===== config.mk =====
export PLATFORM = sky130hd
export DESIGN_NAME = aacr_regs
export DESIGN_NICKNAME = d
export VERILOG_FILES = /design/src/logic/aacr_pkg.sv /design/src/logic/aacr_regs.sv
export SDC_FILE = /design/constraint.sdc
export NUM_CORES = 1
export LEC_CHECK = 0
export ABC_AREA = 1
export BUFFER_PORTS_ARGS = -buffer_cell sky130_fd_sc_hd__buf_4
export CORE_AREA = 2 2 154 156
export CTS_CLUSTER_SIZE = 12
export DETAILED_ROUTE_END_ITERATION = 7
export DIE_AREA = 0 0 156 158
export PLACE_DENSITY = 0.59
export RECOVER_POWER = 100
export SLEW_MARGIN = 20
export SYNTH_ARGS = -nofsm -noshare
export SYNTH_HDL_FRONTEND = slang
export SYNTH_SLANG_ARGS = --single-unit

===== constraint.sdc =====
create_clock -name CLK -period 3.5 [get_ports CLK]
set_clock_uncertainty 0.15 [all_clocks]
set_input_delay 0.35 -clock CLK [delete_from_list [all_inputs] [get_ports CLK]]
set_output_delay 0.35 -clock CLK [all_outputs]
set_load 0.02 [all_outputs]

===== src/logic/aacr_pkg.sv =====
package aacr_pkg;
  // Register offsets on the control port
  localparam logic [7:0] OFS_BIAS     = 8'h0A;
  localparam logic [7:0] OFS_CH1_SLOT = 8'h0E;
  localparam logic [7:0] OFS_CH2_SLOT = 8'h0F;
  localparam logic [7:0] OFS_CH3_SLOT = 8'h10;
  localparam logic [7:0] OFS_CH4_SLOT = 8'h11;
  localparam logic [7:0] OFS_EN_HIGH  = 8'h16;
  localparam logic [7:0] OFS_EN_LOW   = 8'h17;
  localparam logic [7:0] OFS_RAMP     = 8'h1A;
  localparam logic [7:0] OFS_MUTE1    = 8'h1F;
  localparam logic [7:0] OFS_MUTE2    = 8'h20;
  localparam logic [7:0] OFS_AFE_1A   = 8'h29;
  localparam logic [7:0] OFS_AFE_1B   = 8'h2A;
  localparam logic [7:0] OFS_VOL_1A   = 8'h2B;
  localparam logic [7:0] OFS_VOL_1B   = 8'h2C;
  // Writable-bit masks, reserved bits read zero
  localparam logic [7:0] MASK_SLOT    = 8'hBF;
  localparam logic [7:0] MASK_BIAS    = 8'hF7;
  localparam logic [7:0] MASK_RAMP    = 8'h20;
  localparam logic [7:0] MASK_FULL    = 8'hFF;
  // Reset values
  localparam logic [7:0] RST_ZERO     = 8'h00;
  localparam logic [7:0] RST_MUTE2    = 8'h80;
  // Field positions
  localparam int SLOT_STATE_BIT = 7;
  localparam int BIAS_PDN_LSB   = 4;
  localparam int BIAS_VPMIN_BIT = 2;
  localparam int RAMP_DIG_BIT   = 5;
  localparam int MUTE_POL_BIT   = 7;
  localparam int AFE_PRE_LSB    = 6;
  // Volume mute code
  localparam logic [7:0] VOL_MUTE_CODE = 8'h80;
  // Soft ramp step interval
  localparam int CLK_PERIOD_NS  = 5;
  localparam int RAMP_STEP_NS   = 1000;
  localparam int RAMP_STEP_CYC  = (RAMP_STEP_NS + CLK_PERIOD_NS - 1) / CLK_PERIOD_NS;
  // Control port write/read request
  typedef struct packed {
    logic       wr;     // Write strobe, one cycle
    logic       rd;     // Read strobe, one cycle
    logic [7:0] addr;   // Register offset
    logic [7:0] wdata;  // Write data
  } aacr_req_t;
  // Serial-port slot steering
  typedef struct packed {
    logic       drive;  // Slot is driven by this device
    logic       valid;  // A channel starts in this slot
    logic [1:0] chan;   // Channel index 0..3
  } aacr_slot_t;
endpackage


===== src/logic/aacr_regs.sv =====
`timescale 1ns/10ps
`default_nettype none
module aacr_regs (
  input  wire logic                  CLK,
  input  wire logic                  RST_N,
  input  wire aacr_pkg::aacr_req_t   REQ,
  output logic [7:0]                 RDATA,
  output logic                       RVALID,
  input  wire logic [5:0]            SLOT_INDEX,
  output aacr_pkg::aacr_slot_t       SLOT,
  output logic                       SDOUT_OE_N,
  input  wire logic                  MUTE_PIN,
  output logic                       MUTE_ACTIVE,
  output logic [7:0]                 PDN_FORCE,
  output logic [3:0]                 BIAS_EN,
  output logic [1:0]                 BIAS_LEVEL,
  output logic                       BIAS_MIN_SUPPLY,
  output logic [1:0]                 PREAMP_1A,
  output logic [5:0]                 PGA_1A,
  output logic [1:0]                 PREAMP_1B,
  output logic [5:0]                 PGA_1B,
  output logic [7:0]                 VOL_1A,
  output logic [7:0]                 VOL_1B,
  output logic [1:0]                 VOL_MUTE
);
  import aacr_pkg::*;

  logic [7:0] bias_reg;           // Bias control
  logic [7:0] slot_reg [4];       // Per-channel slot control
  logic [7:0] en_high_reg;        // Slot enables 8..15
  logic [7:0] en_low_reg;         // Slot enables 0..7
  logic [7:0] ramp_reg;           // Soft ramp control
  logic [7:0] mute1_reg;          // Mute pin power-down selects
  logic [7:0] mute2_reg;          // Mute pin polarity and selects
  logic [7:0] afe_reg [2];        // Front-end gain 1A/1B
  logic [7:0] vol_reg [2];        // Target digital volume 1A/1B
  logic [7:0] rd_next;            // Read mux
  logic       mute_meta_reg;      // Mute pin sync stage one
  logic       mute_sync_reg;      // Mute pin sync stage two
  logic [15:0] en_all;            // Combined slot enables
  aacr_slot_t slot_next;          // Slot steering next value
  logic [8:0] tick_cnt_reg;       // Ramp step divider
  logic       tick;               // Ramp step enable

  // Register writes, masked to writable bits
  always_ff @(posedge CLK) begin
    if (!RST_N) begin
      bias_reg    <= RST_ZERO;
      for (int i = 0; i < 4; i++) slot_reg[i] <= RST_ZERO;
      en_high_reg <= RST_ZERO;
      en_low_reg  <= RST_ZERO;
      ramp_reg    <= RST_ZERO;
      mute1_reg   <= RST_ZERO;
      mute2_reg   <= RST_MUTE2;
      for (int i = 0; i < 2; i++) begin
        afe_reg[i] <= RST_ZERO;
        vol_reg[i] <= RST_ZERO;
      end
    end else if (REQ.wr) begin
      case (REQ.addr)
        OFS_BIAS:     bias_reg    <= REQ.wdata & MASK_BIAS;
        OFS_CH1_SLOT: slot_reg[0] <= REQ.wdata & MASK_SLOT;
        OFS_CH2_SLOT: slot_reg[1] <= REQ.wdata & MASK_SLOT;
        OFS_CH3_SLOT: slot_reg[2] <= REQ.wdata & MASK_SLOT;
        OFS_CH4_SLOT: slot_reg[3] <= REQ.wdata & MASK_SLOT;
        OFS_EN_HIGH:  en_high_reg <= REQ.wdata;
        OFS_EN_LOW:   en_low_reg  <= REQ.wdata;
        OFS_RAMP:     ramp_reg    <= REQ.wdata & MASK_RAMP;
        OFS_MUTE1:    mute1_reg   <= REQ.wdata;
        OFS_MUTE2:    mute2_reg   <= REQ.wdata;
        OFS_AFE_1A:   afe_reg[0]  <= REQ.wdata;
        OFS_AFE_1B:   afe_reg[1]  <= REQ.wdata;
        OFS_VOL_1A:   vol_reg[0]  <= REQ.wdata;
        OFS_VOL_1B:   vol_reg[1]  <= REQ.wdata;
        default: ;                                                // Unmapped: ignored
      endcase
    end
  end

  // Read mux, unmapped offsets read zero
  always_comb begin
    case (REQ.addr)
      OFS_BIAS:     rd_next = bias_reg;
      OFS_CH1_SLOT: rd_next = slot_reg[0];
      OFS_CH2_SLOT: rd_next = slot_reg[1];
      OFS_CH3_SLOT: rd_next = slot_reg[2];
      OFS_CH4_SLOT: rd_next = slot_reg[3];
      OFS_EN_HIGH:  rd_next = en_high_reg;
      OFS_EN_LOW:   rd_next = en_low_reg;
      OFS_RAMP:     rd_next = ramp_reg;
      OFS_MUTE1:    rd_next = mute1_reg;
      OFS_MUTE2:    rd_next = mute2_reg;
      OFS_AFE_1A:   rd_next = afe_reg[0];
      OFS_AFE_1B:   rd_next = afe_reg[1];
      OFS_VOL_1A:   rd_next = vol_reg[0];
      OFS_VOL_1B:   rd_next = vol_reg[1];
      default:      rd_next = RST_ZERO;
    endcase
  end

  // Registered read answer, one cycle after the strobe
  always_ff @(posedge CLK) begin
    if (!RST_N) begin
      RDATA  <= RST_ZERO;
      RVALID <= 1'b0;
    end else begin
      RVALID <= REQ.rd;
      if (REQ.rd) RDATA <= rd_next;
    end
  end

  // Slot steering for the serial output formatter
  assign en_all = {en_high_reg, en_low_reg};
  always_comb begin
    slot_next.drive = (SLOT_INDEX < 6'd16) ? en_all[SLOT_INDEX[3:0]] : 1'b0;
    slot_next.valid = 1'b0;
    slot_next.chan  = 2'd0;
    // Lowest channel wins if two share a start slot
    for (int c = 3; c >= 0; c--) begin
      if (slot_reg[c][5:0] == SLOT_INDEX && !slot_reg[c][SLOT_STATE_BIT]) begin
        slot_next.valid = 1'b1;
        slot_next.chan  = 2'(c);
      end
    end
  end

  // Slot outputs and serial enable, registered
  always_ff @(posedge CLK) begin
    if (!RST_N) begin
      SLOT       <= '0;
      SDOUT_OE_N <= 1'b1;
    end else begin
      SLOT       <= slot_next;
      SDOUT_OE_N <= ~slot_next.drive;
    end
  end

  // Mute pin synchroniser
  always_ff @(posedge CLK) begin
    if (!RST_N) begin
      mute_meta_reg <= 1'b0;
      mute_sync_reg <= 1'b0;
    end else begin
      mute_meta_reg <= MUTE_PIN;
      mute_sync_reg <= mute_meta_reg;
    end
  end

  // Mute polarity and forced power-downs
  always_ff @(posedge CLK) begin
    if (!RST_N) begin
      MUTE_ACTIVE <= 1'b0;
      PDN_FORCE   <= 8'h00;
    end else begin
      MUTE_ACTIVE <= mute_sync_reg ~^ mute2_reg[MUTE_POL_BIT];
      PDN_FORCE   <= (mute_sync_reg ~^ mute2_reg[MUTE_POL_BIT]) ? mute1_reg : 8'h00;
    end
  end

  // Bias and front-end outputs
  always_ff @(posedge CLK) begin
    if (!RST_N) begin
      BIAS_EN         <= 4'h0;
      BIAS_LEVEL      <= 2'h0;
      BIAS_MIN_SUPPLY <= 1'b0;
      PREAMP_1A       <= 2'h0;
      PGA_1A          <= 6'h00;
      PREAMP_1B       <= 2'h0;
      PGA_1B          <= 6'h00;
    end else begin
      BIAS_EN         <= ~bias_reg[BIAS_PDN_LSB +: 4];
      BIAS_LEVEL      <= bias_reg[1:0];
      BIAS_MIN_SUPPLY <= bias_reg[BIAS_VPMIN_BIT];
      PREAMP_1A       <= afe_reg[0][AFE_PRE_LSB +: 2];
      PGA_1A          <= afe_reg[0][5:0];
      PREAMP_1B       <= afe_reg[1][AFE_PRE_LSB +: 2];
      PGA_1B          <= afe_reg[1][5:0];
    end
  end

  // Ramp step divider
  always_ff @(posedge CLK) begin
    if (!RST_N) tick_cnt_reg <= 9'h000;
    else if (tick) tick_cnt_reg <= 9'h000;
    else tick_cnt_reg <= tick_cnt_reg + 9'h001;
  end
  assign tick = (tick_cnt_reg == 9'(RAMP_STEP_CYC - 1));

  // Applied volume: jump or step one code per tick
  logic [7:0] vol_app [2];
  always_ff @(posedge CLK) begin
    if (!RST_N) begin
      for (int i = 0; i < 2; i++) vol_app[i] <= RST_ZERO;
      VOL_MUTE <= 2'b00;
    end else begin
      for (int i = 0; i < 2; i++) begin
        VOL_MUTE[i] <= (vol_reg[i] == VOL_MUTE_CODE);
        if (vol_reg[i] == VOL_MUTE_CODE) vol_app[i] <= vol_app[i];
        else if (!ramp_reg[RAMP_DIG_BIT]) vol_app[i] <= vol_reg[i];
        else if (tick && $signed(vol_app[i]) < $signed(vol_reg[i]))
          vol_app[i] <= vol_app[i] + 8'h01;
        else if (tick && $signed(vol_app[i]) > $signed(vol_reg[i]))
          vol_app[i] <= vol_app[i] - 8'h01;
      end
    end
  end
  assign VOL_1A = vol_app[0];
  assign VOL_1B = vol_app[1];
endmodule // aacr_regs
`default_nettype wire


* Yosys cells after proc, flatten, opt, wreduce, memory -nomap -nowiden
Memories as Yosys holds them, arrays and structs flattened.
Index checks and enable logic that the tools add are counted.
** Word-level totals
- Register bits :: 99
- RAM bits :: 76
- Input bits :: 27
- Output and inout port bits :: 64
- Word-level logic and storage cells :: 196
- Memories :: 4
** Memory list
- slot_reg :: depth 4, bits a word 7, rd ports 4, clocked after memory_dff 0, write ports 4, line aacr_regs.sv:29 : logic [7:0] slot_reg [4];
- afe_reg :: depth 2, bits a word 8, rd ports 2, clocked after memory_dff 0, write ports 2, line aacr_regs.sv:35 : logic [7:0] afe_reg [2];
- vol_app :: depth 2, bits a word 8, rd ports 2, clocked after memory_dff 0, write ports 2, line aacr_regs.sv:190 : logic [7:0] vol_app [2];
- vol_reg :: depth 2, bits a word 8, rd ports 2, clocked after memory_dff 0, write ports 2, line aacr_regs.sv:36 : logic [7:0] vol_reg [2];
** Operators by class
- Add/sub/neg operators :: 5
- Magnitude comparators :: 6
- Equal/unequal tests :: 21
- Muxes and demuxes :: 92
- Bitwise gates (word level) :: 20
- Reduce and logical (&&, ||, !) cells :: 22
** Operators by type and width (number)
- case mux 8 bit (14 select lines) :: 1
- two-way mux 8 bit :: 12
- two-way mux 1 bit :: 70
- equality test 8 x 5 -> 1 bit (second input constant) :: 6
- equality test 8 x 6 -> 1 bit (second input constant) :: 5
- two-way mux 7 bit :: 4
- equality test 6 bit :: 4
- equality test 8 x 4 -> 1 bit (second input constant) :: 3
- adder 8 x 1 -> 8 bit (second input constant) :: 2
- equality test 8 bit (second input constant) :: 2
- > comparator 8 bit :: 2
- less-than comparator 8 bit :: 2
- bitwise OR 1 bit :: 16
- subtractor 8 x 1 -> 8 bit (second input constant) :: 2
- AND reduction 2 bit :: 7
- two-way mux 3 bit :: 4
- adder 9 x 1 -> 9 bit (second input constant) :: 1
- equality test 9 x 8 -> 1 bit (second input constant) :: 1
- logical AND 1 bit :: 8
- less-than comparator 6 x 5 -> 1 bit (second input constant) :: 1
- less-than comparator 4 x 5 -> 1 bit (second input constant) :: 1
- binary-select mux 1 bit (select 4 bit) :: 1
- zero test 1 bit :: 4
- inverter 4 bit :: 1
- other kinds (4) :: 6

* Longest topological paths before layout
Gate-level depths: netlist of run 1.
An unclocked memory read counts as a cell.
- Word-level depth :: 10
- Gate-level depth with buffers :: 17
- Mapped depth without buffers :: 17

* Worst setup path after synthesis of run 1
Ideal clock, no wire load.
- Path type :: reg-to-reg
- Start point :: memory vol_app[0][7]
- End point :: memory vol_app[0][0] (enable)
- Library setup time :: 384 ps
- Data arrival time :: 2119 ps
- Data required time :: 2966 ps
- Setup slack :: 847 ps
- Cell stages (with the launch flop) :: 10
- Path buffers :: 0
- Clock period less this slack :: 2653 ps
- Cell sequence :: edfxtp_1 ha_1 a21o_1 nor2_2 nand3b_2 nand2_2 nand2_4 nand2_8 inv_4 o21ai_0
** RTL lines (line)
- from (decl) :: aacr_regs.sv:190

==> impl_metrics.tcl, run 1 <==
set metrics [dict create \
    power.total_mw 4.63 \
    numCtsBuffers 17 \
    setup_tns_ps 0 \
    gp_congestion 0.952 \
    wirelength_um 25600 \
    hold_buffers 1 \
    synth_cell_types 47 \
    synth_simple_gate_area_share_pct 29.3 \
    finalSetupViolations 0 \
    ys_ff_latch 175 \
    ir_worst_vdd_mv 0.291 \
    avgSynthCellArea_um2 7.84 \
    synth_top_family_by_area "simple AND/OR/NAND/NOR gates" \
    area_delta_synth_final_pct 13.8 \
    clockBufferDepth 2 \
    post_cts.repair.setup_buffers 0 \
    synthCells 1128 \
    drc 0 \
    synth_compound_area_share_pct 9.24 \
    synthAdderAreaFrac_pct 2.97 \
    p_comb_share_pct 9.2 \
    cp_common_cell "nand2_1" \
    start_util_pct 38.4 \
    min_period_over_period_pct 82.9 \
    n_antenna_cell 0 \
    pwr-share-clk_pct 42.0 \
    max_stage_delay_ps 520 \
    hold_ws_ps 47.0 \
    syn_nets 1176 \
    crit_chain "ha_1 -> nand2_1 -> inv_1 -> nand2_1 -> nand2_1 -> nand2_1 -> nand2_1 -> nand2_1 -> nand2_1 -> nand2_4 -> nand2_8 -> inv_4 -> o21ai_1" \
    dieArea_um2 24600 \
    place_ws_ps 649 \
    slowest_stage "edfxtp_1" \
    most-common-layout-cells "nand2_1 (236), nor2_1 (178), inv_1 (147)" \
    p_switching_mw 1.22 \
    grt_setup_unrepaired "no" \
    cp.required_ps 3410 \
    hpwl_um 19100 \
    yosys_warnings 0 \
    intPower_mw 3.41 \
    tightest_slew_ps 1420 \
    min_path_type "primary input to register" \
    num_vias 7726 \
    htreeDepth 4 \
    finalHoldViolCount 0 \
    switching_share_pct 26.4 \
    dr.pass1.iters 5 \
    ant_nets 0 \
    wl_per_cell_um 16.8 \
    status "finished, final reports clean" \
    grt_pass1_wl_um 39500 \
    design_area_um2 10100 \
    grt_usage_pct 21.1 \
    drive_gt1_share_pct 6.90 \
    path_class "register to register" \
    cts_resized 0 \
    layout_commonest_cell "nand2_1" \
    relSlewSlack_pct 5.57 \
    num_rows 56 \
    crit_path_start_kind "register" \
    gr-total-overflow 0 \
    dpl_cell_area_um2 9810 \
    p_leak_nw 4.36 \
    ios 91 \
    nets 1267 \
    p_seq_share_pct 48.8 \
    cts_num_sinks 175 \
    vias_per_cell 5.08 \
    synth_mux_area_share_pct 0 \
    largest_reg_flops 28 \
    max_cap_violations 0 \
    p_per_area_nw_per_um2 460 \
    grt_pass1_vias 7399 \
    fmax_mhz 345 \
    insertion_delay_ps 430 \
    antenna_found_initial 0 \
    drt_iter0_drc 617 \
    io_buffers 90 \
    cts_tree "built" \
    dieWidth_um 156 \
    final-max-slew-violation-count 0 \
    cts_root_buf "clkbuf_16" \
    cp-end-kind "register" \
    synth_area_um2 8850 \
    grt_max_degree 58 \
    reg2reg_setup_slack_ps 600 \
    ys_seq_area_share_pct 48.2 \
    die_h_um 158 \
    synth-xor-area-share_pct 2.28 \
    min_period_ps 2900 \
    crit_arrival_ps 2810 \
    core_area_um2 23100 \
    worstPathMaxFanout 8 \
    fin_ws_ps 598 \
    clkTransAtPathRegs_ps 60 \
]
power by group through the flow:
stage / registers, mW / clock network (mW) / logic (mW)
finish: 2.26 / 1.94 / 0.426
global placement: 2.30 / 0 / 0.457
global route: 2.27 / 2.06 / 0.476
floorplan: 2.32 / 0 / 0.256
detailed placement: 2.30 / 0 / 0.458
CTS: 2.26 / 1.97 / 0.461
cell usage after synthesis, drive strengths merged:
library cell | count | area, µm²
nand2 | 242 | 962
nor2 | 188 | 773
inv | 154 | 581
dfxtp | 99 | 1980
nand3 | 97 | 521
edfxtp | 76 | 2280
o21ai | 66 | 334
a21oi | 57 | 285
ha | 21 | 263
nand4 | 20 | 125
xor2 | 18 | 158
buf | 16 | 91.3
nor3 | 15 | 91.3
a211oi | 11 | 82.6
clkbuf | 10 | 37.5
o22ai | 7 | 43.8
xnor2 | 5 | 43.8
nand3b | 4 | 33.8
nor4 | 4 | 25.0
nor3b | 3 | 22.5
o211ai | 3 | 22.5
or2 | 3 | 18.8
a21o | 2 | 15.0
a32oi | 1 | 8.76
and2 | 1 | 8.76
clkinv | 1 | 3.75
nor2b | 1 | 6.26
o2111ai | 1 | 8.76
o21a | 1 | 7.51
o2bb2ai | 1 | 8.76
metal layers:
| layer | wire (µm) | vias to the layer above | global-route usage, % |
|---|---|---|---|
| met3 | 1320 | 48 | 3.15 |
| met4 | 685 | 0 | 7.12 |
| met2 | 12400 | 229 | 36.3 |
| met5 | 0 | - | 0 |
| met1 | 11200 | 3585 | 27.3 |
| li1 | - | 3864 | - |
cell families after synthesis:
kind of cell    after synthesis
compound gates              150
xor+xnor                     23
fa+ha+maj                    21
buf+inv                     181
flops                       175
simple gates                578
metrics by stage:
step / instances / utilization, %
after floorplan: 1128 / -
after global placement: 1489 / 42.5
after detailed placement: 1489 / 42.5
after CTS: 1522 / 45.2
after global routing: 1522 / 43.7
final: 1522 / 43.7
worst max-delay path: cells and delay by family, from the launching register on:
family          cells  cell delay, ps
fa+ha+maj           1             340
buf+inv             2             120
flops               1             520
compound gates      1             390
simple gates        9            1010
layout make-up:
cell class / instances / area [µm²]
Multi-Input combinational cell: 772 / 3800
Fill cell: 2410 / 13000
Inverter: 155 / 584
Clock inverter: 11 / 118
Timing Repair Buffer: 98 / 457
Tap cell: 290 / 363
Clock buffer: 21 / 482
Sequential cell: 175 / 4260
worst paths after layout:
path,start,to,cells past startpoint
setup / recovery,vol_app[0][2],vol_app[0][4],13
hold / removal,REQ[16],RVALID,3
setup reg to reg,vol_app[0][2],vol_app[0][4],13
hold reg to reg,tick_cnt_reg[0],tick_cnt_reg[0],1
Power figures use the tool's default switching activity.
==> run 2, diff against run 1 <==
clock period = 2.7 ns   (was 3.5 ns; I/O delays follow)
==> run 2 against run 1 <==
  * Global-route usage rose by 0.15 points
  * Cell area rose by 2.6%
  * Critical endpoint is now vol_app[0][3]
  * Cell count rose by 1.8%
  * Worst hold slack got worse by 26 ps
  * Sequential share of layout area fell by 1.1 points
  * Wire length rose by 1.6%
  * Via count rose by 2.9%
  * Critical path type unchanged
  * Combinational power rose by 42%
==> impl_metrics.tcl, run 2 (same netlist as run 1, synthesis figures left out) <==
set metrics [dict create \
    status "finished, final reports clean" \
    reg2reg_depth 10 \
    min_period_over_period_pct 94.9 \
    wirelength_um 26000 \
    design_area_um2 10300 \
    nets 1295 \
    gp_congestion 0.961 \
    rr_endpoint "vol_app[0][3]" \
    min_path_type "primary input to register" \
    drive_gt1_share_pct 8.81 \
    place_ws_ps 132 \
    setup_tns_ps 0 \
    grt_max_degree 40 \
    p_leak_nw 4.49 \
    dr.pass1.iters 6 \
    numCtsBuffers 17 \
    relSlewSlack_pct 37.3 \
    final-max-slew-violation-count 0 \
    cts_num_sinks 175 \
    dpl_cell_area_um2 9960 \
    wl_per_cell_um 16.8 \
    grt_usage_pct 21.3 \
    drc 0 \
    drt_iter0_drc 684 \
    grt_pass1_wl_um 40000 \
    die_h_um 158 \
    cp-end-kind "register" \
    largest_reg_flops 28 \
    reg2reg_setup_slack_ps 140 \
    fin_ws_ps 137 \
    cts_root_buf "clkbuf_16" \
    min_period_ps 2560 \
    n_antenna_cell 0 \
    htreeDepth 4 \
    start_util_pct 38.4 \
    worstPathMaxFanout 8 \
    crit_path_start_kind "register" \
    finalSetupViolations 0 \
    hold-path-endpoint "bias_reg[7]" \
    clkTransAtPathRegs_ps 70 \
    grt_pass1_vias 7641 \
    min_from "REQ[7]" \
    tightest_slew_ps 937 \
    ios 91 \
    hold_ws_ps 20.6 \
    dieWidth_um 156 \
    area_delta_synth_final_pct 16.8 \
    cts_tree "built" \
    path_class "register to register" \
    num_rows 56 \
    hpwl_um 19400 \
    p_per_area_nw_per_um2 591 \
    max_cap_violations 0 \
    vias_per_cell 5.13 \
    num_vias 7948 \
    gr-total-overflow 0 \
    most-common-layout-cells "nand2_1 (232), nor2_1 (175), inv_1 (147)" \
    grt_setup_unrepaired "no" \
    dieArea_um2 24600 \
    min_delay_path_depth 3 \
    ant_nets 0 \
    finalHoldViolCount 0 \
    insertion_delay_ps 450 \
    cp.required_ps 2690 \
    core_area_um2 23100 \
    antenna_found_initial 0 \
    worstReg2RegStart "vol_app[0][7]" \
    crit_arrival_ps 2560 \
    clockBufferDepth 2 \
    final_core_util_pct 44.8 \
    io_buffers 90 \
    fillerInstances 2346 \
    layout_commonest_cell "nand2_1" \
    ir_worst_vdd_mv 0.320 \
    fmax_mhz 390 \
]
==> run 2: what timing repair did <==
item                                    CTS  global route
endpoints found under the setup margin    0            21
hold buffers                              9             0
hold endpoints to repair                 17             0
resized for setup                         0             3
buffers inserted                          0             0
==> run 2: area by class of cell <==
class	count	area, µm²	area share [%]
sequential	175	4260	41.3
multi-input combinational	772	3840	37.2
timing repair buffer	126	676	6.54
inverter	155	584	5.66
clock buffer	20	447	4.32
tap	290	363	3.51
clock inverter	12	158	1.53
==> run 2: worst max-delay path by stage <==
stage	from	end	slack, ps	depth (start not counted)
after floorplan	vol_app[0][7]	vol_app[0][0]	50	9
after global placement	vol_app[1][7]	vol_app[1][5]	200	10
after detailed placement	vol_app[0][7]	vol_app[0][6]	130	10
after CTS	vol_app[0][7]	vol_app[0][3]	110	10
after global routing	vol_app[0][7]	vol_app[0][3]	9	10
final	vol_app[0][7]	vol_app[0][3]	140	10
==> run 2: critical path: stages (launching register included) <==
cell and delay, ps:
edfxtp_1 460, ha_1 380, a21o_1 200, nor2_2 140, nand3b_2 220, nand2_4 190, nand2_4 90, nand2_8 120
inv_4 50, o21ai_0 70, buf_4 200
==> run 2: where the power goes <==
part	internal (mW)	switching (mW)	total, mW
clock	1.49	1.10	2.59
combinational	0.189	0.418	0.607
sequential	2.85	0.0617	2.91
total	4.53	1.58	6.11
==> run 2: metrics by stage <==
stage	std cells	total power [mW]
after global routing	1550	6.31
final	1550	6.11
after detailed placement	1509	3.60
after global placement	1509	3.60
after CTS	1550	6.16
after floorplan	1128	3.34
==> run 2: routing by layer <==
layer	share of wire, %	routed length [µm]	global-route usage (%)	up-vias
li1	-	-	-	3919
met5	0	0	0	-
met1	42	10800	26.0	3698
met3	5.8	1500	3.94	56
met2	50	12900	37.3	275
met4	2.8	738	8.21	0
